`config.mk`:
```
export PLATFORM = sky130hd
export DESIGN_NAME = host_port_interrupt_routing
export DESIGN_NICKNAME = d
export VERILOG_FILES = /design/src/host_port_irq_pkg.sv /design/src/host_port_interrupt_routing.sv
export VERILOG_INCLUDE_DIRS = /design/src
export SDC_FILE = /design/constraint.sdc
export NUM_CORES = 1
export LEC_CHECK = 0
export ABC_AREA = 0
export BUFFER_PORTS_ARGS = -buffer_cell sky130_fd_sc_hd__buf_2
export CAP_MARGIN = 25
export CORE_ASPECT_RATIO = 0.6
export CORE_MARGIN = 2
export CORE_UTILIZATION = 47
export DETAILED_ROUTE_END_ITERATION = 8
export GPL_TIMING_DRIVEN = 0
export HOLD_SLACK_MARGIN = 0.03
export PLACE_DENSITY_LB_ADDON = 0.3
export SLEW_MARGIN = 0
export SYNTH_ARGS = -nofsm -noshare
export SYNTH_HDL_FRONTEND = slang
export SYNTH_SLANG_ARGS = --single-unit
```
`constraint.sdc`:
```
create_clock -name clock -period 1.6 [get_ports clock]
set_input_delay 0.32 -clock clock [delete_from_list [all_inputs] [get_ports clock]]
set_output_delay 0.32 -clock clock [all_outputs]
set_load 0.02 [all_outputs]
```
`src/host_port_irq_defines.svh`:
```
`ifndef HOST_PORT_IRQ_DEFINES_SVH
`define HOST_PORT_IRQ_DEFINES_SVH
// -----------------------------------------------------------------
// register offsets on the host port and the cpu side
// -----------------------------------------------------------------
`define OFS_BREAKPOINT   16'h0140
`define OFS_DEST_SELECT  16'h0142
`define OFS_ENG1_MSG     16'h0144
`define OFS_ENG2_MSG     16'h0148
`define OFS_MAILBOX      16'hC0C6
// -----------------------------------------------------------------
// destination select fields and reset value
// -----------------------------------------------------------------
`define DEST_RESET       16'h1400
`define BIT_VBUS         15
`define BIT_ID           14
`define BIT_SOF2_HOST    13
`define BIT_SOF2_CPU     12
`define BIT_SOF1_HOST    11
`define BIT_SOF1_CPU     10
`define BIT_RESET2       9
`define BIT_SWAP_HIGH    8
`define BIT_RESUME2      7
`define BIT_RESUME1      6
`define BIT_DONE2        3
`define BIT_DONE1        2
`define BIT_RESET1       1
`define BIT_SWAP_LOW     0
// sources diverted whole to the host when their bit is one
`define DIVERT_MASK      16'hC2CE
// -----------------------------------------------------------------
// status word layout seen by the host
// -----------------------------------------------------------------
`define ST_SOF2          12
`define ST_SOF1          10
`define ST_MBOX_IN       8
`define ST_MSG2          5
`define ST_MSG1          4
`define ST_MBOX_OUT      0
// source positions valid on the engine interrupt input
`define SOURCE_MASK      16'hD6CE
`endif

```
`src/host_port_irq_pkg.sv`:
```
package host_port_irq_pkg;
  // one host-port or cpu data word
  typedef logic [15:0] word_t;
endpackage

```
`src/host_port_interrupt_routing.sv`:
```
`timescale 1ns/10ps
`include "host_port_irq_defines.svh"
// Function
// - routed engine interrupt drives pin and status
// - destination register writable by host only
// - routing picks destination, enables live upstream
// - bit 15 diverts vbus interrupt to host
// - bit 14 diverts id interrupt to host
// - bits 13/11 send frame interrupts to host
// - bits 12/10 send frame interrupts to cpu
// - bits 9/1 divert bus-reset interrupts to host
// - bits 7/6 divert resume interrupts to host
// - bits 3/2 divert done interrupts to host
// - both swap bits set swaps host bytes
// - swap bits clear keep bytes in place
// - host-visible 16-bit breakpoint at 0x0140
// - program counter match raises breakpoint interrupt
// - five registers at their fixed offsets
// - host reads a status word directly
// - message write sets flag, host read clears
module host_port_interrupt_routing
  import host_port_irq_pkg::*;
#(
  parameter int WIDTH = 16                // host and cpu data width
) (
  input  wire logic  clock,
  input  wire logic  reset_n,
  // host port access
  input  wire logic  hostRead,            // one-cycle read strobe
  input  wire logic  hostWrite,           // one-cycle write strobe
  input  wire logic  hostStatusRead,      // status word read strobe
  input  wire word_t hostAddr,
  input  wire word_t hostDataIn,          // as seen on the data lines
  output word_t      hostDataOut,         // as put on the data lines
  output logic       hostPortIrqPin,      // high while host attention needed
  // cpu access
  input  wire logic  cpuRead,
  input  wire logic  cpuWrite,
  input  wire word_t cpuAddr,
  input  wire word_t cpuDataIn,
  output word_t      cpuDataOut,
  // interrupt sources and cpu side outputs
  input  wire word_t engineIrq,           // enabled source levels
  input  wire word_t programCounter,
  output word_t      cpuIrq,              // sources delivered to the cpu
  output logic       breakpointIrq,
  output logic       mailboxRxIrq,        // host filled the mailbox
  output logic       mailboxTxIrq         // host emptied the mailbox
);

  // -----------------------------------------------------------------
  // state
  // -----------------------------------------------------------------
  word_t breakAddr;                       // host breakpoint address
  word_t destSelect;                      // interrupt destination select
  word_t mailbox;                         // shared message word
  logic  msg1Flag;                        // engine 1 message pending
  logic  msg2Flag;                        // engine 2 message pending
  logic  mboxOutFlag;                     // cpu wrote mailbox for host
  word_t hostRoute;                       // per status bit host route
  word_t statusWord;                      // live status for the host
  word_t hostDataIn_sw;                   // write data in byte order
  logic  swapOn;                          // both swap bits set
  logic  hostWrBreak;
  logic  hostWrDest;
  logic  hostWrMbox;
  logic  hostRdMbox;
  logic  hostRdMsg1;
  logic  hostRdMsg2;
  logic  cpuWrMbox;
  logic  cpuRdMbox;
  logic  cpuWrMsg1;
  logic  cpuWrMsg2;
  word_t next_hostData;
  word_t next_cpuData;
  word_t next_cpuIrq;

  // -----------------------------------------------------------------
  // address decode
  // -----------------------------------------------------------------
  // fixed offsets, unmapped offsets read as zero
  assign hostWrBreak = hostWrite && (hostAddr == `OFS_BREAKPOINT);
  assign hostWrDest  = hostWrite && (hostAddr == `OFS_DEST_SELECT);
  assign hostWrMbox  = hostWrite && (hostAddr == `OFS_MAILBOX);
  assign hostRdMbox  = hostRead && (hostAddr == `OFS_MAILBOX);
  assign hostRdMsg1  = hostRead && (hostAddr == `OFS_ENG1_MSG);
  assign hostRdMsg2  = hostRead && (hostAddr == `OFS_ENG2_MSG);
  assign cpuWrMbox   = cpuWrite && (cpuAddr == `OFS_MAILBOX);
  assign cpuRdMbox   = cpuRead && (cpuAddr == `OFS_MAILBOX);
  assign cpuWrMsg1   = cpuWrite && (cpuAddr == `OFS_ENG1_MSG);
  assign cpuWrMsg2   = cpuWrite && (cpuAddr == `OFS_ENG2_MSG);

  // -----------------------------------------------------------------
  // byte lane order on the host data lines
  // -----------------------------------------------------------------
  // a mismatched pair is treated as no swap; software must keep them equal
  assign swapOn = destSelect[`BIT_SWAP_HIGH] & destSelect[`BIT_SWAP_LOW];
  assign hostDataIn_sw = swapOn ? {hostDataIn[7:0], hostDataIn[15:8]}
                                : hostDataIn;

  // -----------------------------------------------------------------
  // breakpoint register
  // -----------------------------------------------------------------
  // only the host writes it, the cpu reads it back
  always_ff @(posedge clock or negedge reset_n) begin
    if (!reset_n) begin
      breakAddr <= 16'h0000;
    end else if (hostWrBreak) begin
      breakAddr <= hostDataIn_sw;
    end
  end

  // sticky match; a zero address is the parked, cleared state
  always_ff @(posedge clock or negedge reset_n) begin
    if (!reset_n) begin
      breakpointIrq <= 1'b0;
    end else if (breakAddr != 16'h0000 && programCounter == breakAddr) begin
      breakpointIrq <= 1'b1;
    end else if (hostWrBreak && hostDataIn_sw == 16'h0000) begin
      breakpointIrq <= 1'b0;
    end
  end

  // -----------------------------------------------------------------
  // destination select register
  // -----------------------------------------------------------------
  // cpu writes to this offset are dropped on purpose
  always_ff @(posedge clock or negedge reset_n) begin
    if (!reset_n) begin
      destSelect <= `DEST_RESET;
    end else if (hostWrDest) begin
      destSelect <= hostDataIn_sw;
    end
  end

  // -----------------------------------------------------------------
  // message flags
  // -----------------------------------------------------------------
  // a new cpu write beats a host read in the same cycle
  always_ff @(posedge clock or negedge reset_n) begin
    if (!reset_n) begin
      msg1Flag <= 1'b0;
    end else if (cpuWrMsg1) begin
      msg1Flag <= 1'b1;
    end else if (hostRdMsg1) begin
      msg1Flag <= 1'b0;
    end
  end

  always_ff @(posedge clock or negedge reset_n) begin
    if (!reset_n) begin
      msg2Flag <= 1'b0;
    end else if (cpuWrMsg2) begin
      msg2Flag <= 1'b1;
    end else if (hostRdMsg2) begin
      msg2Flag <= 1'b0;
    end
  end

  // -----------------------------------------------------------------
  // mailbox
  // -----------------------------------------------------------------
  // host write wins a same-cycle collision on the data word
  always_ff @(posedge clock or negedge reset_n) begin
    if (!reset_n) begin
      mailbox <= 16'h0000;
    end else if (hostWrMbox) begin
      mailbox <= hostDataIn_sw;
    end else if (cpuWrMbox) begin
      mailbox <= cpuDataIn;
    end
  end

  // cpu write raises the host pin, host read drops it
  always_ff @(posedge clock or negedge reset_n) begin
    if (!reset_n) begin
      mboxOutFlag <= 1'b0;
    end else if (cpuWrMbox) begin
      mboxOutFlag <= 1'b1;
    end else if (hostRdMbox) begin
      mboxOutFlag <= 1'b0;
    end
  end

  // receive full toward the cpu
  always_ff @(posedge clock or negedge reset_n) begin
    if (!reset_n) begin
      mailboxRxIrq <= 1'b0;
    end else if (hostWrMbox) begin
      mailboxRxIrq <= 1'b1;
    end else if (cpuRdMbox) begin
      mailboxRxIrq <= 1'b0;
    end
  end

  // transmit empty toward the cpu
  always_ff @(posedge clock or negedge reset_n) begin
    if (!reset_n) begin
      mailboxTxIrq <= 1'b0;
    end else if (hostRdMbox) begin
      mailboxTxIrq <= 1'b1;
    end else if (cpuWrMbox) begin
      mailboxTxIrq <= 1'b0;
    end
  end

  // -----------------------------------------------------------------
  // routing
  // -----------------------------------------------------------------
  // frame interrupts sit one bit below their host select in the status
  always_comb begin
    hostRoute = destSelect & `DIVERT_MASK;
    hostRoute[`ST_SOF2] = destSelect[`BIT_SOF2_HOST];
    hostRoute[`ST_SOF1] = destSelect[`BIT_SOF1_HOST];
  end

  // upstream enables already gate engineIrq; routing never enables
  always_comb begin
    statusWord = engineIrq & `SOURCE_MASK & hostRoute;
    statusWord[`ST_MBOX_IN]  = mailboxRxIrq;
    statusWord[`ST_MSG2]     = msg2Flag;
    statusWord[`ST_MSG1]     = msg1Flag;
    statusWord[`ST_MBOX_OUT] = mboxOutFlag;
  end

  // diverted sources leave the cpu; frame sources follow their own bits
  always_comb begin
    next_cpuIrq = engineIrq & `DIVERT_MASK & ~destSelect;
    next_cpuIrq[`ST_SOF2] = engineIrq[`ST_SOF2] & destSelect[`BIT_SOF2_CPU];
    next_cpuIrq[`ST_SOF1] = engineIrq[`ST_SOF1] & destSelect[`BIT_SOF1_CPU];
  end

  always_ff @(posedge clock or negedge reset_n) begin
    if (!reset_n) begin
      cpuIrq <= 16'h0000;
    end else begin
      cpuIrq <= next_cpuIrq;
    end
  end

  // every bit of the status word asks for host attention
  always_ff @(posedge clock or negedge reset_n) begin
    if (!reset_n) begin
      hostPortIrqPin <= 1'b0;
    end else begin
      hostPortIrqPin <= |statusWord[15:1] | mboxOutFlag;
    end
  end

  // -----------------------------------------------------------------
  // read data
  // -----------------------------------------------------------------
  // status reads bypass the register map and cost no memory cycle
  always_comb begin
    next_hostData = 16'h0000;
    if (hostStatusRead) begin
      next_hostData = statusWord;
    end else if (hostRead) begin
      unique case (hostAddr)
        `OFS_BREAKPOINT:  next_hostData = breakAddr;
        `OFS_DEST_SELECT: next_hostData = destSelect;
        `OFS_MAILBOX:     next_hostData = mailbox;
        default:          next_hostData = 16'h0000;
      endcase
    end
  end

  always_ff @(posedge clock or negedge reset_n) begin
    if (!reset_n) begin
      hostDataOut <= 16'h0000;
    end else if (swapOn) begin
      hostDataOut <= {next_hostData[7:0], next_hostData[15:8]};
    end else begin
      hostDataOut <= next_hostData;
    end
  end

  // the cpu sees the same words but never the status port
  always_comb begin
    next_cpuData = 16'h0000;
    if (cpuRead) begin
      unique case (cpuAddr)
        `OFS_BREAKPOINT:  next_cpuData = breakAddr;
        `OFS_DEST_SELECT: next_cpuData = destSelect;
        `OFS_MAILBOX:     next_cpuData = mailbox;
        default:          next_cpuData = 16'h0000;
      endcase
    end
  end

  always_ff @(posedge clock or negedge reset_n) begin
    if (!reset_n) begin
      cpuDataOut <= 16'h0000;
    end else begin
      cpuDataOut <= next_cpuData;
    end
  end
endmodule

```
Yosys cells after proc, flatten, opt, wreduce, memory -nomap -nowiden

Cells that the tools add are included.

Register bits: 103
Logic and storage cells: 73

Equality and inequality tests: 11
Multiplexer cells: 21
Bitwise logic cells: 7
Reduce and logical (&&, ||, !) cells: 21

Operator list:

| kind                                                                    | number |
|---|---|
| 16-bit by 9-bit equality test with 1-bit output (second input constant) | 8 |
| 16-bit two-way mux                                                      | 7 |
| 16-bit case mux with 3 select lines                                     | 2 |
| 16-bit AND                                                              | 2 |
| 16-bit equality test (second input constant)                            | 2 |
| 16-bit equality test                                                    | 1 |
| 16-bit zero test                                                        | 1 |
| 16-bit inverter                                                         | 1 |
| 16-bit nonzero test                                                     | 1 |
| 15-bit OR reduction                                                     | 1 |
| 1-bit logical AND                                                       | 12 |
| 1-bit two-way mux                                                       | 12 |
| 2-bit nonzero test                                                      | 6 |
| 1-bit AND                                                               | 3 |
| 1-bit OR                                                                | 1 |

Longest topological paths before layout

Depth after elaboration: 6
Depth in mapped cells: 8

Worst setup path after synthesis

No wires, ideal clock.

Path type: input-to-reg
From: in hostAddr[11]
To: reg hostDataOut[11]
Data arrival time: 1.986 ns
Path slack: -0.466 ns
Stages on the path: 8
Cells stage by stage: or4_4 > nor3_4 > and4_1 > buf_6 > buf_12 > nand3_2 > a31o_1 > mux2i_1

Word-level cells in the longest chain between the ends: 5
Elaborated cells on any way between the ends: 7
Classes of those cells: 3 x eq/ne; 4 x mux

Ends and longest elaborated chain:

| what                                                                                           | RTL line                           | text |
|---|---|---|
| from (decl)                                                                                    | host_port_interrupt_routing.sv:32  | `input wire word_t hostAddr,` |
| 16-bit equality test / 16-bit by 9-bit equality test with 1-bit output (equally long branches) | host_port_interrupt_routing.sv:259 | `unique case (hostAddr)` |
| 16-bit case mux with 3 select lines (*)                                                        | host_port_interrupt_routing.sv:259 |  |
| 16-bit two-way mux (*)                                                                         | host_port_interrupt_routing.sv:258 | `end else if (hostRead) begin` |
| 16-bit two-way mux (*)                                                                         | host_port_interrupt_routing.sv:256 | `if (hostStatusRead) begin` |
| 16-bit two-way mux (*)                                                                         | host_port_interrupt_routing.sv:271 | `end else if (swapOn) begin` |
| to (signal assigned)                                                                           | host_port_interrupt_routing.sv:272 | `hostDataOut <= {next_hostData[7:0], next_hostData[15:8]};` |
| to (signal assigned)                                                                           | host_port_interrupt_routing.sv:274 | `hostDataOut <= next_hostData;` |
| to (decl)                                                                                      | host_port_interrupt_routing.sv:34  | `output word_t hostDataOut,` |

Every way passes the cells marked *; elsewhere a longest branch is shown, timed or not.
A chain may end at the register's enable or synchronous reset.

Worst setup path after layout

From: in hostAddr[11]
To: reg mailbox[4]

Word-level cells in the longest chain between the ends: 3
Elaborated cells on any way between the ends: 4
Classes of those cells: 1 x eq/ne; 1 x mux; 2 x reduce/logical

Ends and longest elaborated chain:

| what                                                            | RTL line                           | text |
|---|---|---|
| 16-bit equality test (*)                                        | n/a                                |  |
| 1-bit logical AND (*)                                           | host_port_interrupt_routing.sv:84  | `` assign hostWrMbox = hostWrite && (hostAddr == `OFS_MAILBOX); `` |
| 16-bit two-way mux / 2-bit nonzero test (equally long branches) | n/a                                |  |
| to (signal assigned)                                            | host_port_interrupt_routing.sv:168 | `mailbox <= hostDataIn_sw;` |
| to (signal assigned)                                            | host_port_interrupt_routing.sv:170 | `mailbox <= cpuDataIn;` |
| to (decl)                                                       | host_port_interrupt_routing.sv:56  | `word_t mailbox;` |

Marked as above.

==> results.md <==
* Status: finished with violations
* Failing checks: setup timing
* Max Clk Rate at 478.8 MHz
* Standard-cell row count at 29
* Tcrit/Tclk final at 1.305
* Final setup violating endpoints at 79
* Setup repair after global routing missed its margin: true
* Number of enable flip-flop cells after synthesis at 0
* Final count of hold timing violations at 0
* Met2 capacity usage during global routing at 0.4859
* Fill count at 680
* Largest delay share family, worst path: simple AND/OR/NAND/NOR gates
* Number of cells on the critical path at 10
* CP endpoint kind: register
* Summed area of non-filler cells in the final layout at 7954 sq um
* Shortest period the worst path allows at 2089 ps
* Sequential cell area fraction in the yosys report at 0.4744
* Cell type with the highest occurrence count on the critical path: buf_6
* Final worst slack at -488.6 ps
* Routed Antenna Nets at 0
* Diodes inserted at 0
* CORE AREA at 10600 sq um
* Initial antenna violation count at 0
* Number of vias per cell after detailed routing at 6.134
* Worst reg2reg startpoint: destSelect[0]$_DFFE_PN0P_
* Post-route clock skew at 10.42 ps
* Highest-delay cell along the critical path: or4_4
* Main area contributors after synthesis: dfrtp_1 46%, mux2_2 5.7%, o21ai_0 5.6%, nand2_1 5.5%, mux2i_1 4.7%
* Root buffer cell: clkbuf_16
* Seq cells post-synth at 97
* Number of top-level design ports at 155
* Slew at the pin closest to its max-slew limit at 609.7 ps
* Net count of the finished layout at 830
* H-tree lvl count at 3
* FF+latch area at 2432 sq um
* CTS tree: yes
* Synthesis warning total at 0
* Mapped cell area at 5122 sq um
* Arrival time at the worst endpoint at 2310 ps
* Endpoint required time on the critical path at 1820 ps
* Crit-path max cell delay at 550 ps
* Cells after Synth at 519
* Number of distinct library cell variants in the gate-level netlist after synthesis at 52
* Initial core utilization at 0.4835
* Worst reg2reg setup slack at -260 ps
* Number of port buffers at 141
* Global placer's final weighted congestion at 0.9361
* Commonest cells after routing, fill and taps aside: 136 x buf_2, 93 x dfrtp_1, 33 x nand2_1
* Overall Power at 0.005144 W
* Number of buffer and inverter instances along the worst setup path at 5
* WL/cell at 22.90 um
* Area taken by multi-input logic gates at 3301 sq um
* Total clock buffers created by CTS at 9
* Main synth FF type: dfrtp_1
* Vert. Die Dim at 84.87 um
* Number of global-route vias before repair at 5154
* Pre-CTS worst setup slack at -886.0 ps
* Peak supply drop at 534.8 uV
* Max Slew Vio Count at 0
* Static leakage at 3.921 nW
* Clock-pin slew reported for the worst setup and hold paths after clock tree synthesis at 60 ps
* Vias after detailed routing at 5343
* Total wire length after detailed routing at 19950 um
* Final std cells w/o fill at 871
* Average cell area after synthesis at 9.870 sq um
* Overall track demand over capacity in global routing at 0.3189
* Pin count of the biggest net entering global routing at 57
* Most frequent standard cell in the layout excluding fill and tap cells: buf_2
* Post-detailed-placement half-perimeter wirelength at 13560 um
* Critical R2R Capture: mailbox[4]$_DFFE_PN0P_
* M1 GR Usage at 0.4562
* Critical path, cell by cell: buf_6 > or4_4 > nor3_4 > buf_4 > buf_6 > nand3_4 > buf_6 > buf_12 > a21oi_1 > o21ai_2
* Total number of clock tree sinks at 97
* Clk_lat worst skew at 350 ps
* Busiest grt layer: met2
* Count of max-cap constraint violations at 0
* Total global routing overflow at 0
* Clk buf depth at 2
* Largest area contributor in the netlist: dfrtp_1
* Iter 0 DRT Violations at 621
* Synth top area share at 0.4641
* Min-delay worst type: in -> reg
* Total instance count after detailed placement at 805
* Met3 track utilization from global routing at 0.09368
* Capturing instance or port of the critical path: mailbox[4]$_DFFE_PN0P_
* Detailed-routing iteration count for the pre-antenna-repair pass at 5
* Path depth of the worst reg2reg path at 5
* Die X at 138.8 um
* Fraction of synthesis flops using an asynchronous set or reset pin at 1.000
* Cell area after placement at 6282 sq um
* Power Dens Cells at 646.7 nW/um^2
* Fraction of layout cells with a size suffix above 1 at 0.5601
* Worst Setup SP: hostAddr[11]
* Global-route wire length before repair at 28770 um
* Tightest slew margin relative to the limit at 0.5918
* Critical Path Start Type: input port
* Area grow syn2layout at 55.28%
* Area of the die at 11780 sq um
* Post-detailed-route DRC marker count at 0
* WS Path Type: in -> reg
* Largest fanout on the critical path at 10
[synth_stat cells (3+ instances only)]
cell	count
a21oi_1	10
a221oi_1	4
a22o_1	3
a22oi_1	13
a31oi_1	8
a32oi_1	17
and2_1	4
and3_1	7
buf_2	3
buf_4	8
clkbuf_1	21
dfrtp_1	95
mux2_2	26
mux2i_1	24
nand2_1	75
nand2b_1	3
nand3_1	10
nand4_1	6
nand4b_1	5
nor2_1	31
nor2b_1	9
nor3_1	3
nor4_1	14
nor4b_1	5
o21a_1	6
o21ai_0	57
xor2_1	16
[state kept, by name, indices dropped and copies added, names as in the netlist, 10 cells and up]
name	flops
cpuDataOut	16
destSelect	16
mailbox	16
cpuIrq	10
breakAddr	16
hostDataOut	16
[cells by family (layout without fill, tap and decap cells)]
family / count (synthesis) / count (layout) / synth area share
flip-flops: 97 / 97 / 0.4744
AO/OA/AOI/OAI: 132 / 132 / 0.1683
other: 1 / 6 / 0.0007321
multiplexers: 50 / 50 / 0.1041
buffers and inverters: 37 / 244 / 0.03982
XOR/XNOR: 16 / 16 / 0.02736
AND/OR/NAND/NOR: 186 / 187 / 0.1854
[stage by stage]
| stage | util | hold WS (ps) | setup TNS, ps |
|---|---|---|---|
| finish | 0.7507 | 240.2 | -16830 |
| detailed placement | 0.5929 | 338.2 | -53130 |
| floorplan | - | 24.41 | -23860 |
| CTS | 0.6838 | 233.6 | -8494 |
| global placement | 0.5901 | 458.3 | -106370 |
| global route | 0.7507 | 258.9 | -22170 |
[layout make-up]
type | instances | share of cell area
flip-flops and latches | 97 | 0.3058
multi-input cells | 391 | 0.4150
clock buffers | 12 | 0.03099
well taps | 139 | 0.02187
repair buffers | 194 | 0.1721
plain buffers | 34 | 0.04782
clock inverters | 4 | 0.006450
[worst min-delay path by stage]
stage          cells past startpoint                       end                      from  slack, ps
2_1_floorplan                      0  breakAddr[0]$_DFFE_PN0P_                   reset_n         20
3_3_place_gp                       2  mailboxTxIrq$_DFFE_PN0P_  mailboxTxIrq$_DFFE_PN0P_        460
3_5_place_dp                       1      cpuIrq[12]$_DFF_PN0_                   reset_n        340
4_1_cts                            2      cpuIrq[14]$_DFF_PN0_             engineIrq[14]        230
5_1_grt                            2       cpuIrq[9]$_DFF_PN0_              engineIrq[9]        260
6_report                           2      cpuIrq[14]$_DFF_PN0_             engineIrq[14]        240
[repair_timing]
action | CTS | global route
gates cloned | 4 | 4
resized for setup | 88 | 149
pin swaps | 22 | 27
hold endpoints to repair | 41 | 0
hold buffers | 1 | 0
buffers inserted | 32 | 17
endpoints found under the setup margin | 84 | 80
[power by group]
| group | internal (W) | switching (W) | total (W) |
|---|---|---|---|
| Sequential | 0.00246 | 0.00000376 | 0.00247 |
| Clock | 0.00126 | 0.000932 | 0.00219 |
| Combinational | 0.000194 | 0.000292 | 0.000486 |
| Total | 0.00392 | 0.00123 | 0.00514 |
[per-layer routing]
metal  share of wire  wire (um)  vias up
met3            0.11       2169       53
met4           0.027        531        0
li1                -          -     2328
met2            0.44       8809      368
met5               0          0        -
met1            0.42       8437     2594
[worst register-to-register path, delay by kind of cell, from the launching register on]
kind               cells  cell delay, ps
AOI/OAI and AO/OA      2             370
DFF                    1             470
muxes                  1             460
and+or+nand+nor        2             430
Power figures use the tool's default switching activity.
